==> config.mk <==
export PLATFORM = sky130hd
export DESIGN_NAME = dmamc_top
export DESIGN_NICKNAME = d
export VERILOG_FILES = /design/src/dmamc_pkg.sv /design/src/dmamc_top.sv /design/src/dmamc_sync.sv /design/src/dmamc_channel.sv
export SDC_FILE = /design/constraint.sdc
export NUM_CORES = 1
export LEC_CHECK = 0
export BUFFER_PORTS_ARGS = -buffer_cell sky130_fd_sc_hd__buf_4
export CAP_MARGIN = 20
export CORE_MARGIN = 2
export CORE_UTILIZATION = 50
export DETAILED_ROUTE_END_ITERATION = 8
export PLACE_DENSITY_LB_ADDON = 0.25
export SYNTH_ARGS = -nofsm -noshare
export SYNTH_HDL_FRONTEND = slang
export SYNTH_SLANG_ARGS = --single-unit
==> constraint.sdc <==
create_clock -name i_clk -period 3.5 [get_ports i_clk]
set_input_delay 0.175 -clock i_clk [delete_from_list [all_inputs] [get_ports i_clk]]
set_output_delay 0.175 -clock i_clk [all_outputs]
set_load 0.05 [all_outputs]
==> src/dmamc_pkg.sv <==
// Package: register map, bit positions and enumerations for the DMA mode control block
package dmamc_pkg;
  // =====================================================================
  // Register map
  localparam int unsigned NUM_CH            = 4;
  localparam logic [7:0]  OFF_MODE_CTRL0    = 8'h00;
  localparam logic [7:0]  OFF_MODE_CTRL1    = 8'h04;
  localparam logic [7:0]  OFF_MODE_CTRL2    = 8'h08;
  localparam logic [7:0]  OFF_MODE_CTRL3    = 8'h0c;
  localparam logic [7:0]  OFF_IRQ_STATUS    = 8'h10;
  localparam logic [7:0]  OFF_IRQ_ENABLE    = 8'h14;
  localparam logic [7:0]  OFF_IRQ_CLEAR     = 8'h18;
  localparam logic [7:0]  OFF_MODE_SEL      = 8'h1c;
  // =====================================================================
  // Bit positions of the mode control register
  localparam int unsigned BIT_TRANSFER_EN   = 31;
  localparam int unsigned BIT_ACK_OE        = 30;
  localparam int unsigned BIT_END_OE        = 29;
  localparam int unsigned BIT_RSVD28        = 28;
  localparam int unsigned BIT_REQ_DETECT    = 27;
  localparam int unsigned BIT_NEXT_DELAY    = 26;
  localparam int unsigned BIT_ACTIVE        = 23;
  localparam int unsigned BIT_SYS_ERR       = 19;
  // Mode select register: bit n set means channel n is in dual address mode
  localparam int unsigned BIT_MODULE_STOP   = 4;
  // Interrupt status layout: bit 0 system error, bits 4..7 transfer end per channel
  localparam int unsigned IRQ_ERR_BIT       = 0;
  localparam int unsigned IRQ_END_BASE      = 4;
  localparam logic [31:0] MODE_CTRL_RESET   = 32'h0000_0000;
  localparam logic [7:0]  IRQ_WMASK         = 8'hf1;
  // Duration of one transfer in clock cycles
  localparam int unsigned XFER_CYCLES       = 2;
  typedef enum logic [1:0] {
    DMAMC_IDLE,
    DMAMC_XFER,
    DMAMC_GAP
  } dmamc_state_e;
endpackage : dmamc_pkg

==> src/dmamc_top.sv <==
// Top level: APB register file, system error flag, interrupts and four channels
// =====================================================================
// Overview of operation
// - Bit 30 zero enables acknowledge strobe
// - Dual address mode ignores acknowledge enable
// - Bit 29 zero enables transfer end strobe
// - Bit 27 picks low level or falling edge
// - First request after enable taken on level
// - Bit 26 delays next acceptance one cycle
// - Bits 25, 24, 22-20 read zero
// - Bit 23 shows channel active, read only
// - Channel 0 bit 19 flags system errors
// - Error flag locks every transfer enable write
// - Bit 19 reads zero in channels 1-3
// - Flag cleared by zero after reading one
// - Errors in module stop leave flag alone
// - Bit 31 enables the channel's transfers
//
// The APB register port and the register offsets were chosen for this implementation.
module dmamc_top
  import dmamc_pkg::*;
(
  input  wire logic                i_clk,
  input  wire logic                i_sys_rst,
  input  wire logic                i_psel,
  input  wire logic                i_penable,
  input  wire logic                i_pwrite,
  input  wire logic [7:0]          i_paddr,
  input  wire logic [31:0]         i_pwdata,
  output logic      [31:0]         o_prdata,
  output logic                     o_pready,
  output logic                     o_pslverr,
  input  wire logic                i_addr_error,
  input  wire logic                i_nmi,
  input  wire logic [NUM_CH-1:0]   i_external_transfer_request_n,
  output logic      [NUM_CH-1:0]   o_transfer_acknowledge_strobe_n,
  output logic      [NUM_CH-1:0]   o_transfer_end_strobe_n,
  output logic                     o_irq
);
  import dmamc_pkg::*;

  logic [NUM_CH-1:0] enable_reg;
  logic [NUM_CH-1:0] ack_off_reg;
  logic [NUM_CH-1:0] end_off_reg;
  logic [NUM_CH-1:0] rsvd_reg;
  logic [NUM_CH-1:0] edge_reg;
  logic [NUM_CH-1:0] delay_reg;
  logic [NUM_CH-1:0] dual_reg;
  logic              stop_reg;
  logic              err_reg;
  logic              err_seen_reg;
  logic [7:0]        irq_stat_reg;
  logic [7:0]        irq_en_reg;
  logic [NUM_CH-1:0] req_sync;
  logic [NUM_CH-1:0] active;
  logic [NUM_CH-1:0] done;
  logic [NUM_CH-1:0] ack_n;
  logic [NUM_CH-1:0] end_n;
  logic              wr;
  logic              rd;
  logic              hit_ch;
  logic [1:0]        ch_idx;
  logic              sys_evt;
  logic [7:0]        irq_set;

  // =====================================================================
  // APB decode: every access completes with no wait state
  assign wr     = i_psel && i_penable && i_pwrite;
  assign rd     = i_psel && i_penable && !i_pwrite;
  assign hit_ch = (i_paddr[7:4] == 4'h0) && (i_paddr[1:0] == 2'h0);
  assign ch_idx = i_paddr[3:2];
  // Error events during module stop are dropped
  assign sys_evt = (i_addr_error || i_nmi) && !stop_reg;

  function automatic logic [31:0] mode_word(input int unsigned c);
    logic [31:0] w;
    w = MODE_CTRL_RESET;
    w[BIT_TRANSFER_EN] = enable_reg[c];
    w[BIT_ACK_OE]      = ack_off_reg[c];
    w[BIT_END_OE]      = end_off_reg[c];
    w[BIT_RSVD28]      = rsvd_reg[c];
    w[BIT_REQ_DETECT]  = edge_reg[c];
    w[BIT_NEXT_DELAY]  = delay_reg[c];
    w[BIT_ACTIVE]      = active[c];
    w[BIT_SYS_ERR]     = (c == 0) ? err_reg : 1'b0;
    return w;
  endfunction

  dmamc_sync #(
    .W(NUM_CH)
  ) u_sync (
    .i_clk     (i_clk),
    .i_sys_rst (i_sys_rst),
    .i_async   (i_external_transfer_request_n),
    .o_sync    (req_sync)
  );

  for (genvar g = 0; g < NUM_CH; g++) begin : g_ch
    dmamc_channel u_ch (
      .i_clk        (i_clk),
      .i_sys_rst    (i_sys_rst),
      .i_enable     (enable_reg[g]),
      .i_edge_mode  (edge_reg[g]),
      .i_next_delay (delay_reg[g]),
      .i_ack_off    (ack_off_reg[g]),
      .i_end_off    (end_off_reg[g]),
      .i_dual_addr  (dual_reg[g]),
      .i_req_n      (req_sync[g]),
      .o_active     (active[g]),
      .o_ack_n      (ack_n[g]),
      .o_end_n      (end_n[g]),
      .o_done       (done[g])
    );
  end

  // =====================================================================
  // Mode control fields
  always_ff @(posedge i_clk or posedge i_sys_rst) begin
    if (i_sys_rst) begin
      ack_off_reg <= '0;
      end_off_reg <= '0;
      rsvd_reg    <= '0;
      edge_reg    <= '0;
      delay_reg   <= '0;
    end else if (wr && hit_ch) begin
      ack_off_reg[ch_idx] <= i_pwdata[BIT_ACK_OE];
      end_off_reg[ch_idx] <= i_pwdata[BIT_END_OE];
      rsvd_reg[ch_idx]    <= i_pwdata[BIT_RSVD28];
      edge_reg[ch_idx]    <= i_pwdata[BIT_REQ_DETECT];
      delay_reg[ch_idx]   <= i_pwdata[BIT_NEXT_DELAY];
    end
  end

  // Transfer enable; a system error both clears and locks it
  always_ff @(posedge i_clk or posedge i_sys_rst) begin
    if (i_sys_rst) begin
      enable_reg <= '0;
    end else if (sys_evt) begin
      enable_reg <= '0;
    end else if (wr && hit_ch && !err_reg) begin
      enable_reg[ch_idx] <= i_pwdata[BIT_TRANSFER_EN];
    end
  end

  always_ff @(posedge i_clk or posedge i_sys_rst) begin
    if (i_sys_rst) begin
      dual_reg <= '0;
      stop_reg <= 1'b0;
    end else if (wr && i_paddr == OFF_MODE_SEL) begin
      dual_reg <= i_pwdata[NUM_CH-1:0];
      stop_reg <= i_pwdata[BIT_MODULE_STOP];
    end
  end

  // =====================================================================
  // System error flag: read-as-one then write-zero clears; set wins
  always_ff @(posedge i_clk or posedge i_sys_rst) begin
    if (i_sys_rst) begin
      err_reg      <= 1'b0;
      err_seen_reg <= 1'b0;
    end else if (sys_evt) begin
      err_reg      <= 1'b1;
      err_seen_reg <= 1'b0;
    end else if (wr && i_paddr == OFF_MODE_CTRL0 && !i_pwdata[BIT_SYS_ERR] && err_seen_reg) begin
      err_reg      <= 1'b0;
      err_seen_reg <= 1'b0;
    // Arm on the data returned, so a read racing a new error does not arm
    end else if (rd && i_paddr == OFF_MODE_CTRL0 && o_prdata[BIT_SYS_ERR]) begin
      err_seen_reg <= 1'b1;
    end
  end

  // =====================================================================
  // Interrupts: sticky status, enable mask, write-one clear
  assign irq_set = {done, 3'h0, sys_evt};

  always_ff @(posedge i_clk or posedge i_sys_rst) begin
    if (i_sys_rst) begin
      irq_stat_reg <= 8'h00;
    end else if (wr && i_paddr == OFF_IRQ_CLEAR) begin
      irq_stat_reg <= (irq_stat_reg & ~i_pwdata[7:0]) | irq_set;
    end else begin
      irq_stat_reg <= irq_stat_reg | irq_set;
    end
  end

  always_ff @(posedge i_clk or posedge i_sys_rst) begin
    if (i_sys_rst) begin
      irq_en_reg <= 8'h00;
    end else if (wr && i_paddr == OFF_IRQ_ENABLE) begin
      irq_en_reg <= i_pwdata[7:0] & IRQ_WMASK;
    end
  end

  // =====================================================================
  // Registered outputs
  always_ff @(posedge i_clk or posedge i_sys_rst) begin
    if (i_sys_rst) begin
      o_irq                           <= 1'b0;
      o_transfer_acknowledge_strobe_n <= '1;
      o_transfer_end_strobe_n         <= '1;
    end else begin
      o_irq                           <= |(irq_stat_reg & irq_en_reg);
      o_transfer_acknowledge_strobe_n <= ack_n;
      o_transfer_end_strobe_n         <= end_n;
    end
  end

  always_ff @(posedge i_clk or posedge i_sys_rst) begin
    if (i_sys_rst) begin
      o_prdata  <= 32'h0000_0000;
      o_pready  <= 1'b0;
      o_pslverr <= 1'b0;
    end else begin
      o_pready  <= i_psel && !i_penable;
      o_pslverr <= 1'b0;
      o_prdata  <= 32'h0000_0000;
      if (i_psel && !i_penable && !i_pwrite) begin
        if (hit_ch) begin
          o_prdata <= mode_word(32'(ch_idx));
        end else if (i_paddr == OFF_IRQ_STATUS) begin
          o_prdata <= {24'h0, irq_stat_reg};
        end else if (i_paddr == OFF_IRQ_ENABLE) begin
          o_prdata <= {24'h0, irq_en_reg};
        end else if (i_paddr == OFF_MODE_SEL) begin
          o_prdata <= {27'h0, stop_reg, dual_reg};
        end else if (i_paddr != OFF_IRQ_CLEAR) begin
          o_pslverr <= 1'b1;
        end
      end else if (i_psel && !i_penable && i_pwrite) begin
        o_pslverr <= !(hit_ch || i_paddr == OFF_IRQ_ENABLE ||
                       i_paddr == OFF_IRQ_CLEAR || i_paddr == OFF_MODE_SEL);
      end
    end
  end

  // =====================================================================
  // Assertions
  a_err_locks_enable: assert property (@(posedge i_clk) disable iff (i_sys_rst)
    (err_reg && !sys_evt) |=> $stable(enable_reg))
    else $error("transfer enable changed while error flag set");

  a_stop_keeps_flag: assert property (@(posedge i_clk) disable iff (i_sys_rst)
    (stop_reg && !err_reg && !(rd || wr)) |=> !err_reg)
    else $error("error flag set during module stop");

  a_err_sets_flag: assert property (@(posedge i_clk) disable iff (i_sys_rst)
    sys_evt |=> err_reg && enable_reg == '0)
    else $error("system error did not set flag and stop channels");

  a_clear_needs_read: assert property (@(posedge i_clk) disable iff (i_sys_rst)
    (err_reg && !err_seen_reg) |=> err_reg)
    else $error("error flag cleared without prior read");

  a_upper_bit19_zero: assert property (@(posedge i_clk) disable iff (i_sys_rst)
    (o_pready && $past(hit_ch && ch_idx != 2'h0 && !i_pwrite)) |-> !o_prdata[BIT_SYS_ERR])
    else $error("bit 19 read nonzero in channels 1 to 3");

  a_reserved_zero: assert property (@(posedge i_clk) disable iff (i_sys_rst)
    (o_pready && $past(hit_ch && !i_pwrite)) |->
      (o_prdata[25:24] == 2'h0 && o_prdata[22:20] == 3'h0))
    else $error("reserved bits read nonzero");

  a_write_no_set: assert property (@(posedge i_clk) disable iff (i_sys_rst)
    (!err_reg && !sys_evt) |=> !err_reg)
    else $error("error flag set without a system error");

  a_read_then_clear: assert property (@(posedge i_clk) disable iff (i_sys_rst)
    (wr && i_paddr == OFF_MODE_CTRL0 && !i_pwdata[BIT_SYS_ERR] && err_seen_reg && !sys_evt)
    |=> !err_reg)
    else $error("armed clearing write left the error flag set");

  a_arm_needs_read: assert property (@(posedge i_clk) disable iff (i_sys_rst)
    (!err_seen_reg && !(rd && i_paddr == OFF_MODE_CTRL0)) |=> !err_seen_reg)
    else $error("clear armed without a read of the flag");

  a_err_irq_bit: assert property (@(posedge i_clk) disable iff (i_sys_rst)
    sys_evt |=> irq_stat_reg[IRQ_ERR_BIT])
    else $error("system error did not raise its interrupt status");

  a_ack_disabled: assert property (@(posedge i_clk) disable iff (i_sys_rst)
    &(o_transfer_acknowledge_strobe_n | ~$past(ack_off_reg | dual_reg, 2)))
    else $error("acknowledge strobe driven while disabled");

  a_end_disabled: assert property (@(posedge i_clk) disable iff (i_sys_rst)
    &(o_transfer_end_strobe_n | ~$past(end_off_reg, 2)))
    else $error("transfer end strobe driven while disabled");

  a_ack_when_active: assert property (@(posedge i_clk) disable iff (i_sys_rst)
    &(o_transfer_acknowledge_strobe_n | $past(active)))
    else $error("acknowledge strobe outside an active transfer");

  a_irq_set_wins: assert property (@(posedge i_clk) disable iff (i_sys_rst)
    (irq_set != 8'h00) |=> (irq_stat_reg & $past(irq_set)) == $past(irq_set))
    else $error("interrupt event lost against a clear");

  a_irq_mask_bits: assert property (@(posedge i_clk) disable iff (i_sys_rst)
    (irq_en_reg & ~IRQ_WMASK) == 8'h00)
    else $error("unused interrupt enable bit set");

  a_pready_single: assert property (@(posedge i_clk) disable iff (i_sys_rst)
    o_pready |=> !o_pready)
    else $error("ready held for more than one cycle");

  a_slverr_with_ready: assert property (@(posedge i_clk) disable iff (i_sys_rst)
    o_pslverr |-> o_pready)
    else $error("error response outside the access cycle");

  a_rdata_idle_zero: assert property (@(posedge i_clk) disable iff (i_sys_rst)
    !o_pready |-> o_prdata == 32'h0000_0000)
    else $error("read data not zero outside the access cycle");
endmodule : dmamc_top

==> src/dmamc_sync.sv <==
// Two-stage synchroniser for the external request pins
module dmamc_sync #(
  parameter int unsigned W = 4
) (
  input  wire logic         i_clk,
  input  wire logic         i_sys_rst,
  input  wire logic [W-1:0] i_async,
  output logic      [W-1:0] o_sync
);
  logic [W-1:0] stage1_reg;
  // =====================================================================
  // Pins idle high (request is active low), so reset to all ones
  always_ff @(posedge i_clk or posedge i_sys_rst) begin
    if (i_sys_rst) begin
      stage1_reg <= '1;
      o_sync     <= '1;
    end else begin
      stage1_reg <= i_async;
      o_sync     <= stage1_reg;
    end
  end
endmodule : dmamc_sync

==> src/dmamc_channel.sv <==
// One DMA channel: request detection, transfer sequencing and strobe outputs
module dmamc_channel
  import dmamc_pkg::*;
(
  input  wire logic i_clk,
  input  wire logic i_sys_rst,
  input  wire logic i_enable,
  input  wire logic i_edge_mode,
  input  wire logic i_next_delay,
  input  wire logic i_ack_off,
  input  wire logic i_end_off,
  input  wire logic i_dual_addr,
  input  wire logic i_req_n,
  output logic      o_active,
  output logic      o_ack_n,
  output logic      o_end_n,
  output logic      o_done
);
  dmamc_state_e state_reg;
  logic [1:0]   cnt_reg;
  logic         req_prev_reg;
  logic         first_reg;
  logic         req_hit;
  logic         last;

  // =====================================================================
  // Request detection
  assign req_hit = !i_req_n && (!i_edge_mode || first_reg || req_prev_reg);
  assign last    = (cnt_reg == 2'(XFER_CYCLES - 1));

  always_ff @(posedge i_clk or posedge i_sys_rst) begin
    if (i_sys_rst) begin
      req_prev_reg <= 1'b1;
    end else begin
      req_prev_reg <= i_req_n;
    end
  end

  // First request after enabling is taken on level
  always_ff @(posedge i_clk or posedge i_sys_rst) begin
    if (i_sys_rst) begin
      first_reg <= 1'b1;
    end else if (!i_enable) begin
      first_reg <= 1'b1;
    end else if (state_reg == DMAMC_IDLE && req_hit) begin
      first_reg <= 1'b0;
    end
  end

  // =====================================================================
  // Transfer sequencing
  always_ff @(posedge i_clk or posedge i_sys_rst) begin
    if (i_sys_rst) begin
      state_reg <= DMAMC_IDLE;
      cnt_reg   <= 2'h0;
    end else begin
      case (state_reg)
        DMAMC_IDLE: begin
          cnt_reg <= 2'h0;
          if (i_enable && req_hit) begin
            state_reg <= DMAMC_XFER;
          end
        end
        DMAMC_XFER: begin
          cnt_reg <= cnt_reg + 2'h1;
          if (last) begin
            state_reg <= i_next_delay ? DMAMC_GAP : DMAMC_IDLE;
          end
        end
        DMAMC_GAP: begin
          state_reg <= DMAMC_IDLE;
        end
        default: begin
          state_reg <= DMAMC_IDLE;
        end
      endcase
    end
  end

  // =====================================================================
  // Status and strobes, all registered
  always_ff @(posedge i_clk or posedge i_sys_rst) begin
    if (i_sys_rst) begin
      o_active <= 1'b0;
      o_ack_n  <= 1'b1;
      o_end_n  <= 1'b1;
      o_done   <= 1'b0;
    end else begin
      o_active <= (state_reg == DMAMC_IDLE) ? (i_enable && req_hit) :
                  (state_reg == DMAMC_XFER && !last);
      // Dual address mode never drives the acknowledge pin
      o_ack_n  <= !((state_reg == DMAMC_IDLE && i_enable && req_hit) ||
                    (state_reg == DMAMC_XFER && !last)) ||
                  i_ack_off || i_dual_addr;
      o_end_n  <= !(state_reg == DMAMC_XFER && cnt_reg == 2'(XFER_CYCLES - 2)) ||
                  i_end_off;
      o_done   <= (state_reg == DMAMC_XFER) && last;
    end
  end

  a_gap_holds_idle: assert property (@(posedge i_clk) disable iff (i_sys_rst)
    (state_reg == DMAMC_XFER && last && i_next_delay) |=> ##1 state_reg == DMAMC_IDLE)
    else $error("delayed acceptance did not return to idle after one cycle");
  a_no_delay_idle: assert property (@(posedge i_clk) disable iff (i_sys_rst)
    (state_reg == DMAMC_XFER && last && !i_next_delay) |=> state_reg == DMAMC_IDLE)
    else $error("immediate acceptance did not return to idle");
  a_dual_no_ack: assert property (@(posedge i_clk) disable iff (i_sys_rst)
    $past(i_dual_addr) |-> o_ack_n)
    else $error("acknowledge driven in dual address mode");
  a_edge_needs_fall: assert property (@(posedge i_clk) disable iff (i_sys_rst)
    (state_reg == DMAMC_IDLE && i_enable && i_edge_mode && !first_reg && !req_prev_reg)
    |=> state_reg == DMAMC_IDLE)
    else $error("held low level accepted in edge mode");
endmodule : dmamc_channel

After elaboration in Yosys (flattened, before gate mapping)
Index checks and enable logic that the tools add are counted.
- input port bits: 51
- logic and storage cells: 293
- flip-flop bits (word level): 135
- output and inout port bits: 43
- order comparisons: 3
- multiplexer cells: 75
- equality and inequality tests: 25
- bitwise operators: 5
- reductions and logical operators: 129
- $add $sub $neg: 4
- operator list (kind ; count):
    $mux W32 ; 2
    $logic_and A1 B1 Y1 ; 51
    $mux W1 ; 33
    $eq A8 B5 Y1 const B ; 4
    $pmux W2 S2 ; 8
    $logic_or A1 B1 Y1 ; 28
    $logic_not A1 Y1 ; 26
    $bwmux W4 ; 6
    $mux W2 ; 12
    $mux W8 ; 3
    $logic_not A2 Y1 ; 10
    $and A8 B8 Y8 ; 2
    $eq A2 B1 Y1 const B ; 8
    $ne A2 B1 Y1 const B ; 8
    $or A8 B8 Y8 ; 2
    $bmux W1 S2 ; 7
    $reduce_bool A2 Y1 ; 6
    $add A2 B1 Y2 const B ; 4
    $logic_not A8 Y1 ; 1
    $mux W4 ; 2
    $ne A2 B2 Y1 const B ; 4
    $ne A8 B5 Y1 const B ; 1
    $not A8 Y8 ; 1
    $reduce_and A2 Y1 ; 4
    other kinds (7) ; 8

Logic depth before layout (Yosys ltp)
Gate-level depths: netlist (run 1).
- depth in word-level cells: 9
- depth in mapped cells: 5
- mapped depth without buffers: 5

Hierarchy
From an unflattened synthesis (run 1), not the netlist that was laid out.
- cell total of the unflattened synthesis: 352
- area, all modules: 4812.1 sq um
- by module, submodules not included (module ; area an instance (sq um) ; times used ; cells an instance ; seq. area each (sq um)):
    dmamc_top ; 2991.6 ; 1 ; 219 ; 1786.7
    dmamc_channel ; 401.6 ; 4 ; 31 ; 255.2
    dmamc_sync ; 214.0 ; 1 ; 9 ; 210.2

Worst setup path after synthesis (run 1)
Ideal clock, no wire load.
- kind: input to register
- start point: in i_paddr[7]
- end point: reg ack_off_reg[1]
- setup time: 0.125 ns
- path buffers: 1
- stages: 4
- path slack: 1.879 ns
- arrival time: 1.496 ns
- cells stage by stage: or2_2 -> or4b_1 -> buf_6 -> mux2_4
- cells in the longest elaborated chain, start to end: 3
- ends and longest elaborated chain (what ; RTL line ; source):
    from (decl) ; dmamc_top.sv:28 ; input wire logic [7:0] i_paddr,
    $logic_not A4 Y1 ; dmamc_top.sv:70 ; assign hit_ch = (i_paddr[7:4] == 4'h0) && (i_paddr[1:0] == 2'h0);
    $logic_and A1 B1 Y1 ; dmamc_top.sv:70 ;
    $logic_and A1 B1 Y1 ; dmamc_top.sv:125 ; end else if (wr && hit_ch) begin
    to (signal, indexed assignment) ; dmamc_top.sv:126 ; ack_off_reg[ch_idx] <= i_pwdata[BIT_ACK_OE];
    to (decl) ; dmamc_top.sv:43 ; logic [NUM_CH-1:0] ack_off_reg;
No other way between the ends.
A chain may end at the register's enable or synchronous reset.

Worst setup path after layout (run 1)
- start point: in i_penable
- end point: reg edge_reg[1]
- cells in the longest elaborated chain, start to end: 3
- ends and longest elaborated chain (what ; RTL line ; source):
    from (decl) ; dmamc_top.sv:26 ; input wire logic i_penable,
    $logic_and A1 B1 Y1 (2 in series) ; dmamc_top.sv:68 ; assign wr = i_psel && i_penable && i_pwrite;
    $logic_and A1 B1 Y1 ; dmamc_top.sv:125 ;
    to (signal, indexed assignment) ; dmamc_top.sv:129 ; edge_reg[ch_idx] <= i_pwdata[BIT_REQ_DETECT];
    to (decl) ; dmamc_top.sv:46 ; logic [NUM_CH-1:0] edge_reg;
No other way between the ends.

==> impl_results.rst, run 1 <==
.. list-table::
   :header-rows: 1

   * - Metric
     - Value
   * - Setup Fix Bufs, Post-CTS
     - 0
   * - Pin count of the biggest net entering global routing
     - 77
   * - FMAX
     - approximately 550 MHz
   * - Sink Count
     - 119
   * - Headroom to the max-slew limit
     - 0.399
   * - Most frequently used flop master after synthesis
     - dfrtp_1
   * - Clock Path Buffers
     - 2
   * - Kind of start point of the critical path
     - primary input
   * - Yosys cell types
     - 49
   * - Final setup violating endpoints
     - 0
   * - Antenna diodes
     - 0
   * - Leading post-synthesis cells by cell area
     - dfrtp_1 44%, dfstp_2 17%, mux2_2 5.2%
   * - Number of optimization iterations in the first detailed-route pass
     - 4
   * - Synthesized area divided by synthesized cell count
     - 13.5 µm²
   * - Setup slack on the worst flop-to-flop path
     - 2.02 ns
   * - Async set-or-reset flop fraction in the synthesized netlist
     - 1.00
   * - Number of cells traversed by the worst register-to-register path
     - 3
   * - Peak VDD IR
     - just over 300 µV
   * - Reg-to-Reg End
     - g_ch[3].u_ch.o_ack_n$_DFF_PP1_
   * - Global router's overall resource usage
     - 0.207
   * - Total Die Area
     - 10,700 µm²
   * - Fill cell count
     - 725
   * - Area of all sequential standard cells
     - 3020 µm²
   * - WL/cell
     - 16.6 µm
   * - Path class of the lowest-slack min-delay path
     - primary input to flip-flop
   * - Number of nets with antenna violations after detailed routing
     - 0
   * - Max FFs per register
     - 16
   * - Largest Register
     - o_prdata
   * - Cell accounting for the most synthesized area
     - dfrtp_1
   * - Post-synth top area share
     - 0.441
   * - Critical path data arrival time
     - 2.22 ns
   * - Post-cts resize count
     - 0
   * - Number of violations of the max-capacitance limit
     - 0
   * - Outcome
     - finished, final reports clean
   * - Hold depth
     - 3
   * - Share of synthesized area occupied by flip-flops and latches
     - 0.612
   * - Clock root buffer master
     - clkbuf_8
   * - Clock buffers created by TritonCTS
     - 17
   * - Total count of hold-check failures in the final report
     - 0
   * - Initial antenna violation count
     - 0
   * - Worst skew pair latency
     - 0.53 ns
   * - Half-perimeter wire length after placement
     - 6.73 mm
   * - Critical path peak fanout
     - 6
   * - Synth Cell Area
     - 4930 µm²
   * - Post-route clock period utilization
     - 0.518
   * - Level count of the clock H-tree
     - 4
   * - Die extent in y
     - 103 µm
   * - Post-detailed-route DRC marker count
     - 0
   * - Die outline width
     - between 100 and 150 µm
   * - Final setup TNS
     - 0 ns
   * - Vias in the first global route
     - roughly 3,200
   * - Global-route wire length before repair
     - 16.2 mm
   * - Number of cell rows
     - 36
   * - Yosys warning total
     - 0
   * - P_leak
     - a little under 0.003 µW
   * - Reg clk slew, reported paths
     - ~0.060 ns
   * - Layout overhead on the synthesized area
     - 26.2%
   * - Congestion Overflow GR
     - 0
   * - Post-layout min period
     - 1.81 ns
   * - Number of hold buffers added after cts
     - 23
   * - Via density per instance
     - 5.27
   * - Via total after detailed routing
     - 3,196
   * - I/O pin count
     - 94
   * - Gate count after technology mapping
     - 366
   * - Clock tree from TritonCTS
     - built
   * - Final layout net count
     - between 500 and 600
   * - Fin Clk Skew
     - 0.0104 ns
   * - Final RePlAce weighted congestion
     - slightly above 0.8
   * - Multi-input gate area
     - approximately 1700 µm²
   * - Required arrival time at the worst endpoint
     - just under 4 ns
   * - EDFF count, synth
     - 0
   * - Initial Utilization
     - 0.510
   * - Final Slew Violations
     - 0
   * - Slew at the pin closest to its max-slew limit
     - approximately 0.9 ns
   * - Start of the worst register-to-register path
     - g_ch[3].u_ch.state_reg[1]$_DFFE_PP0P_
   * - Capture endpoint of the worst hold path
     - enable_reg[2]$_DFFE_PP0P_
   * - Endpoint class of the critical path
     - flip-flop
   * - Worst hold margin
     - 0.0396 ns
   * - RSZ-0062 raised after global routing
     - false
   * - Number of violations reported at the end of detailed-routing iteration 0
     - 93
   * - Number of port buffers
     - 60
   * - Crit Path Class
     - primary input to flip-flop
   * - Fraction of layout cells with a size suffix above 1
     - 0.369
   * - Min-Delay Startpoint
     - i_pwdata[31]
   * - Area of the placeable core
     - 9680 µm²
   * - Post-synthesis register bit count
     - around 120
   * - Routed wire length
     - 10.1 mm
   * - Power Density
     - 507 nW/µm²
worst max-delay path by stage:
stage | from | end | depth (start not counted)
after global placement | i_paddr[1] | rsvd_reg[2]$_DFFE_PP0P_ | 5
after detailed placement | i_paddr[1] | end_off_reg[1]$_DFFE_PP0P_ | 5
after floorplan | i_sys_rst | ack_off_reg[0]$_DFFE_PP0P_ | 1
after CTS | i_penable | end_off_reg[1]$_DFFE_PP0P_ | 5
after global routing | i_penable | end_off_reg[1]$_DFFE_PP0P_ | 5
final | i_penable | edge_reg[1]$_DFFE_PP0P_ | 5
layer usage:
| metal | GRT usage | up-vias | part of all wire |
|---|---|---|---|
| met5 | 0 | - | 0 |
| met4 | 0.0840 | 0 | 0.019 |
| met3 | 0.0585 | 14 | 0.043 |
| met2 | 0.328 | 90 | 0.50 |
| met1 | 0.272 | 1629 | 0.44 |
| li1 | - | 1463 | - |
worst max-delay path, cell delays in order:
cell	delay (ns)
dlygate4sd3_1	0.53
buf_4	0.14
nand3_1	0.22
or4b_1	0.78
mux2_4	0.38
stage by stage:
stage               worst slack, ns  std cells  power (µW)  utilization  cell area, µm²
floorplan                     0.220        381        1550            -            4990
global placement               1.45        552        1590        0.564            5460
detailed placement             1.49        552        1600        0.564            5460
CTS                            1.68        607        3180        0.643            6230
global route                   1.62        607        3260        0.643            6230
finish                         1.69        607        3160        0.643            6230
synthesized netlist by cell type (6+ instances only):
| library cell | instances |
|---|---|
| a22oi_1 | 6 |
| a32o_1 | 6 |
| buf_4 | 16 |
| dfrtp_1 | 87 |
| dfstp_2 | 32 |
| ha_1 | 8 |
| inv_1 | 21 |
| mux2_2 | 23 |
| mux2_4 | 10 |
| mux2i_1 | 7 |
| mux4_2 | 7 |
| nand2_1 | 22 |
| nand4_1 | 7 |
| nor2_1 | 18 |
| nor2b_1 | 12 |
| nor3_1 | 8 |
| o21ai_0 | 6 |
cell type report:
cell class	instances	area share
Tap cell	133	0.0267
Sequential cell	119	0.485
Multi-Input combinational cell	216	0.276
Clock buffer	19	0.0693
Inverter	21	0.0131
Timing Repair Buffer	86	0.113
Clock inverter	13	0.0171
report_power, final:
part / internal (µW) / total [µW] / switching, µW
sequential: 1400 / 1410 / 8.47
clock: 950 / 1560 / 611
combinational: 66.2 / 186 / 120
total: 2420 / 3160 / 740
cell families (layout without fill, tap and decap cells):
kind of cell | after synthesis | count (layout) | share of synthesized area
compound gates | 36 | 36 | 0.0560
buf+inv | 46 | 139 | 0.0510
other cells | 1 | 16 | 0.000760
simple gates | 109 | 109 | 0.131
mux | 47 | 47 | 0.129
fa+ha+maj | 8 | 8 | 0.0203
flops | 119 | 119 | 0.612
placed cells by master, fill, tap and decap left out, types with 7 or more instances in the layout:
master / Yosys / layout
dfstp_2: 32 / 32
mux2_2: 23 / 23
mux4_2: 7 / 7
conb_1: 1 / 16
nor3_1: 8 / 8
dfrtp_1: 87 / 87
nor2b_1: 12 / 12
mux2i_1: 7 / 7
inv_1: 21 / 20
buf_4: 16 / 63
clkbuf_16: 0 / 16
nand4_1: 7 / 7
dlygate4sd3_1: 0 / 23
nand2_1: 22 / 22
nor2_1: 18 / 18
ha_1: 8 / 8
mux2_4: 10 / 10
(Power assumes the default switching activity.)
==> inputs of run 2 (changes only) <==
Clock period 3.5 ns to 1.5 ns, I/O delays scaled along.
==> run 2 against run 1 <==
Effect of this change:
- non-clock buffer count rose by 28
- clock skew about the same
- critical endpoint is now end_off_reg[1]$_DFFE_PP0P_
- global-route usage grew 0.75 points
- wire length increased by 5.8%
==> impl_results.rst, run 2 (synthesis gave the netlist of run 1 again) <==
.. list-table::
   :header-rows: 1

   * - Metric
     - Value
   * - Outcome
     - finished, final reports clean
   * - Critical path peak fanout
     - 5
   * - Half-perimeter wire length after placement
     - 7.25 mm
   * - Initial Utilization
     - 0.510
   * - Placed insts
     - approximately 580
   * - Post-layout min period
     - 1.49 ns
   * - Placed standard-cell area
     - ~5700 µm²
   * - Dominant delay contributor by cell family on the critical path
     - buffers and inverters
   * - Global-route wire length before repair
     - 16.7 mm
   * - Clock root buffer master
     - clkbuf_8
   * - Antenna diodes
     - 0
   * - Die extent in y
     - 103 µm
   * - Congestion Overflow GR
     - 0
   * - Layout overhead on the synthesized area
     - 32.8%
   * - Via density per instance
     - 5.19
   * - Path class of the lowest-slack min-delay path
     - primary input to flip-flop
   * - Hold depth
     - 4
   * - Routed wire length
     - around 11 mm
   * - Fraction of layout cells with a size suffix above 1
     - 0.404
   * - Number of violations of the max-capacitance limit
     - 0
   * - Endpoint class of the critical path
     - flip-flop
   * - Fin Clk Skew
     - 0.0101 ns
   * - Final Slew Violations
     - 0
   * - Post-detailed-route DRC marker count
     - 0
   * - Slew at the pin closest to its max-slew limit
     - 0.551 ns
   * - Final std cell area, no fill
     - 6560 µm²
   * - Min-Delay Startpoint
     - i_pwdata[19]
   * - Worst-case setup margin in the final layout
     - approximately 0.0092 ns
   * - Number of cells traversed by the worst register-to-register path
     - 3
   * - FMAX
     - 671 MHz
   * - Cells along the critical path
     - dlygate4sd3_1 > buf_4 > nand2b_1 > or4b_4 > buf_6 > mux2_4
   * - Final layout net count
     - 548
   * - Worst skew pair latency
     - 0.52 ns
   * - Total count of hold-check failures in the final report
     - 0
   * - Headroom to the max-slew limit
     - 0.633
   * - Final design utilization
     - 0.677
   * - Number of port buffers
     - 60
   * - Highest-count cells in the layout ignoring fill and taps
     - 87 x dfrtp_1, 87 x buf_4, 32 x dfstp_2
   * - Final setup violating endpoints
     - 0
   * - P_leak
     - 0.00310 µW
   * - Vias in the first global route
     - 3,270
   * - Sink Count
     - 119
   * - Number of cell rows
     - 36
   * - Clock tree from TritonCTS
     - built
   * - Via total after detailed routing
     - 3,297
   * - Level count of the clock H-tree
     - 4
   * - Clock Path Buffers
     - 2
   * - Initial antenna violation count
     - 0
   * - Critical path data arrival time
     - 1.89 ns
   * - Setup slack on the worst flop-to-flop path
     - approximately 0.11 ns
   * - WL/cell
     - 16.8 µm
   * - Number of violations reported at the end of detailed-routing iteration 0
     - 130
   * - Buffers & Inverters on Critical Path
     - 3
   * - Number of nets with antenna violations after detailed routing
     - 0
   * - Area of the placeable core
     - 9680 µm²
   * - Global router's overall resource usage
     - 0.215
   * - I/O pin count
     - 94
   * - Start of the worst register-to-register path
     - g_ch[3].u_ch.state_reg[1]$_DFFE_PP0P_
   * - Count of non-filler cells in the finished layout
     - 635
   * - Post-Place Worst Slack
     - -0.301 ns
   * - Number of optimization iterations in the first detailed-route pass
     - 4
   * - Total Die Area
     - 10,700 µm²
   * - Final setup TNS
     - 0 ns
   * - Largest Register
     - o_prdata
   * - Peak VDD IR
     - about 690 µV
   * - Final RePlAce weighted congestion
     - 0.813
   * - Required arrival time at the worst endpoint
     - 1.90 ns
   * - Delay of the slowest cell on the worst path
     - 0.54 ns
   * - Crit Path Class
     - primary input to flip-flop
   * - Capture endpoint of the worst hold path
     - err_reg$_DFFE_PP0P_
   * - Clock buffers created by TritonCTS
     - 17
   * - Kind of start point of the critical path
     - primary input
   * - Fill cell count
     - between 600 and 700
   * - Reg clk slew, reported paths
     - approximately 0.060 ns
   * - Max FFs per register
     - 16
   * - Reg-to-Reg End
     - g_ch[3].u_ch.o_ack_n$_DFF_PP1_
   * - Power Density
     - 1210 nW/µm²
   * - Pin count of the biggest net entering global routing
     - 76
   * - Post-route clock period utilization
     - 0.994
   * - Slowest stage cell, crit path
     - dlygate4sd3_1
   * - Die outline width
     - 103 µm
run 2: cell count changes in the layout (fill, tap and decap cells not counted), moves of 2 or more:
cell,change
clkinv_2,-3
bufinv_16,+3
buf_4,+24
clkinv_4,+2
dlygate4sd3_1,+2
run 2: final cells by class:
type	count	area (µm²)	share of cell area
well taps	133	166	0.0254
flip-flops and latches	119	3020	0.460
clock buffers	20	445	0.0680
clock inverters	12	175	0.0267
multi-input cells	216	1730	0.264
inverters	21	82.6	0.0126
repair buffers	114	935	0.143
run 2: worst min-delay path, cell delays in order:
cell and delay, ns:
buf_4 0.08, nor4b_1 0.03, and4_1 0.20, o21ai_0 0.13
run 2: metal layers:
layer	wire, µm	global-route usage
met3	401	0.0585
met4	210	0.0962
met5	0	0
met1	4790	0.280
met2	5260	0.337
run 2: repair_timing:
item                                   CTS  global route
setup endpoints to repair                0             6
gates resized for setup                  0             3
endpoints found under the hold margin  162             0
setup buffers                            0             0
hold buffers                            26             0
run 2: stage by stage:
stage | power (µW) | hold slack [ns]
after floorplan | 3610 | 0.0795
after global placement | 3750 | 0.184
after detailed placement | 3760 | 0.184
after CTS | 8040 | 0.0142
after global routing | 8220 | 0.0545
final | 7960 | 0.0414
run 2: worst max-delay path by stage:
stage	depth (start not counted)	startpoint	end
after floorplan	3	i_paddr[1]	irq_en_reg[0]$_DFFE_PP0P_
after global placement	6	i_paddr[1]	ack_off_reg[1]$_DFFE_PP0P_
after detailed placement	6	i_paddr[1]	end_off_reg[1]$_DFFE_PP0P_
after CTS	6	i_paddr[3]	delay_reg[1]$_DFFE_PP0P_
after global routing	6	i_penable	o_prdata[7]$_DFF_PP0_
final	6	i_paddr[3]	end_off_reg[1]$_DFFE_PP0P_
run 2: power breakdown:
part / switching, µW / total (µW) / internal, µW / leakage, µW
registers: 20.0 / 3280 / 3260 / 0.00152
clock network: 1420 / 4200 / 2780 / 0.000297
logic: 291 / 476 / 185 / 0.00129
total: 1730 / 7960 / 6230 / 0.00310
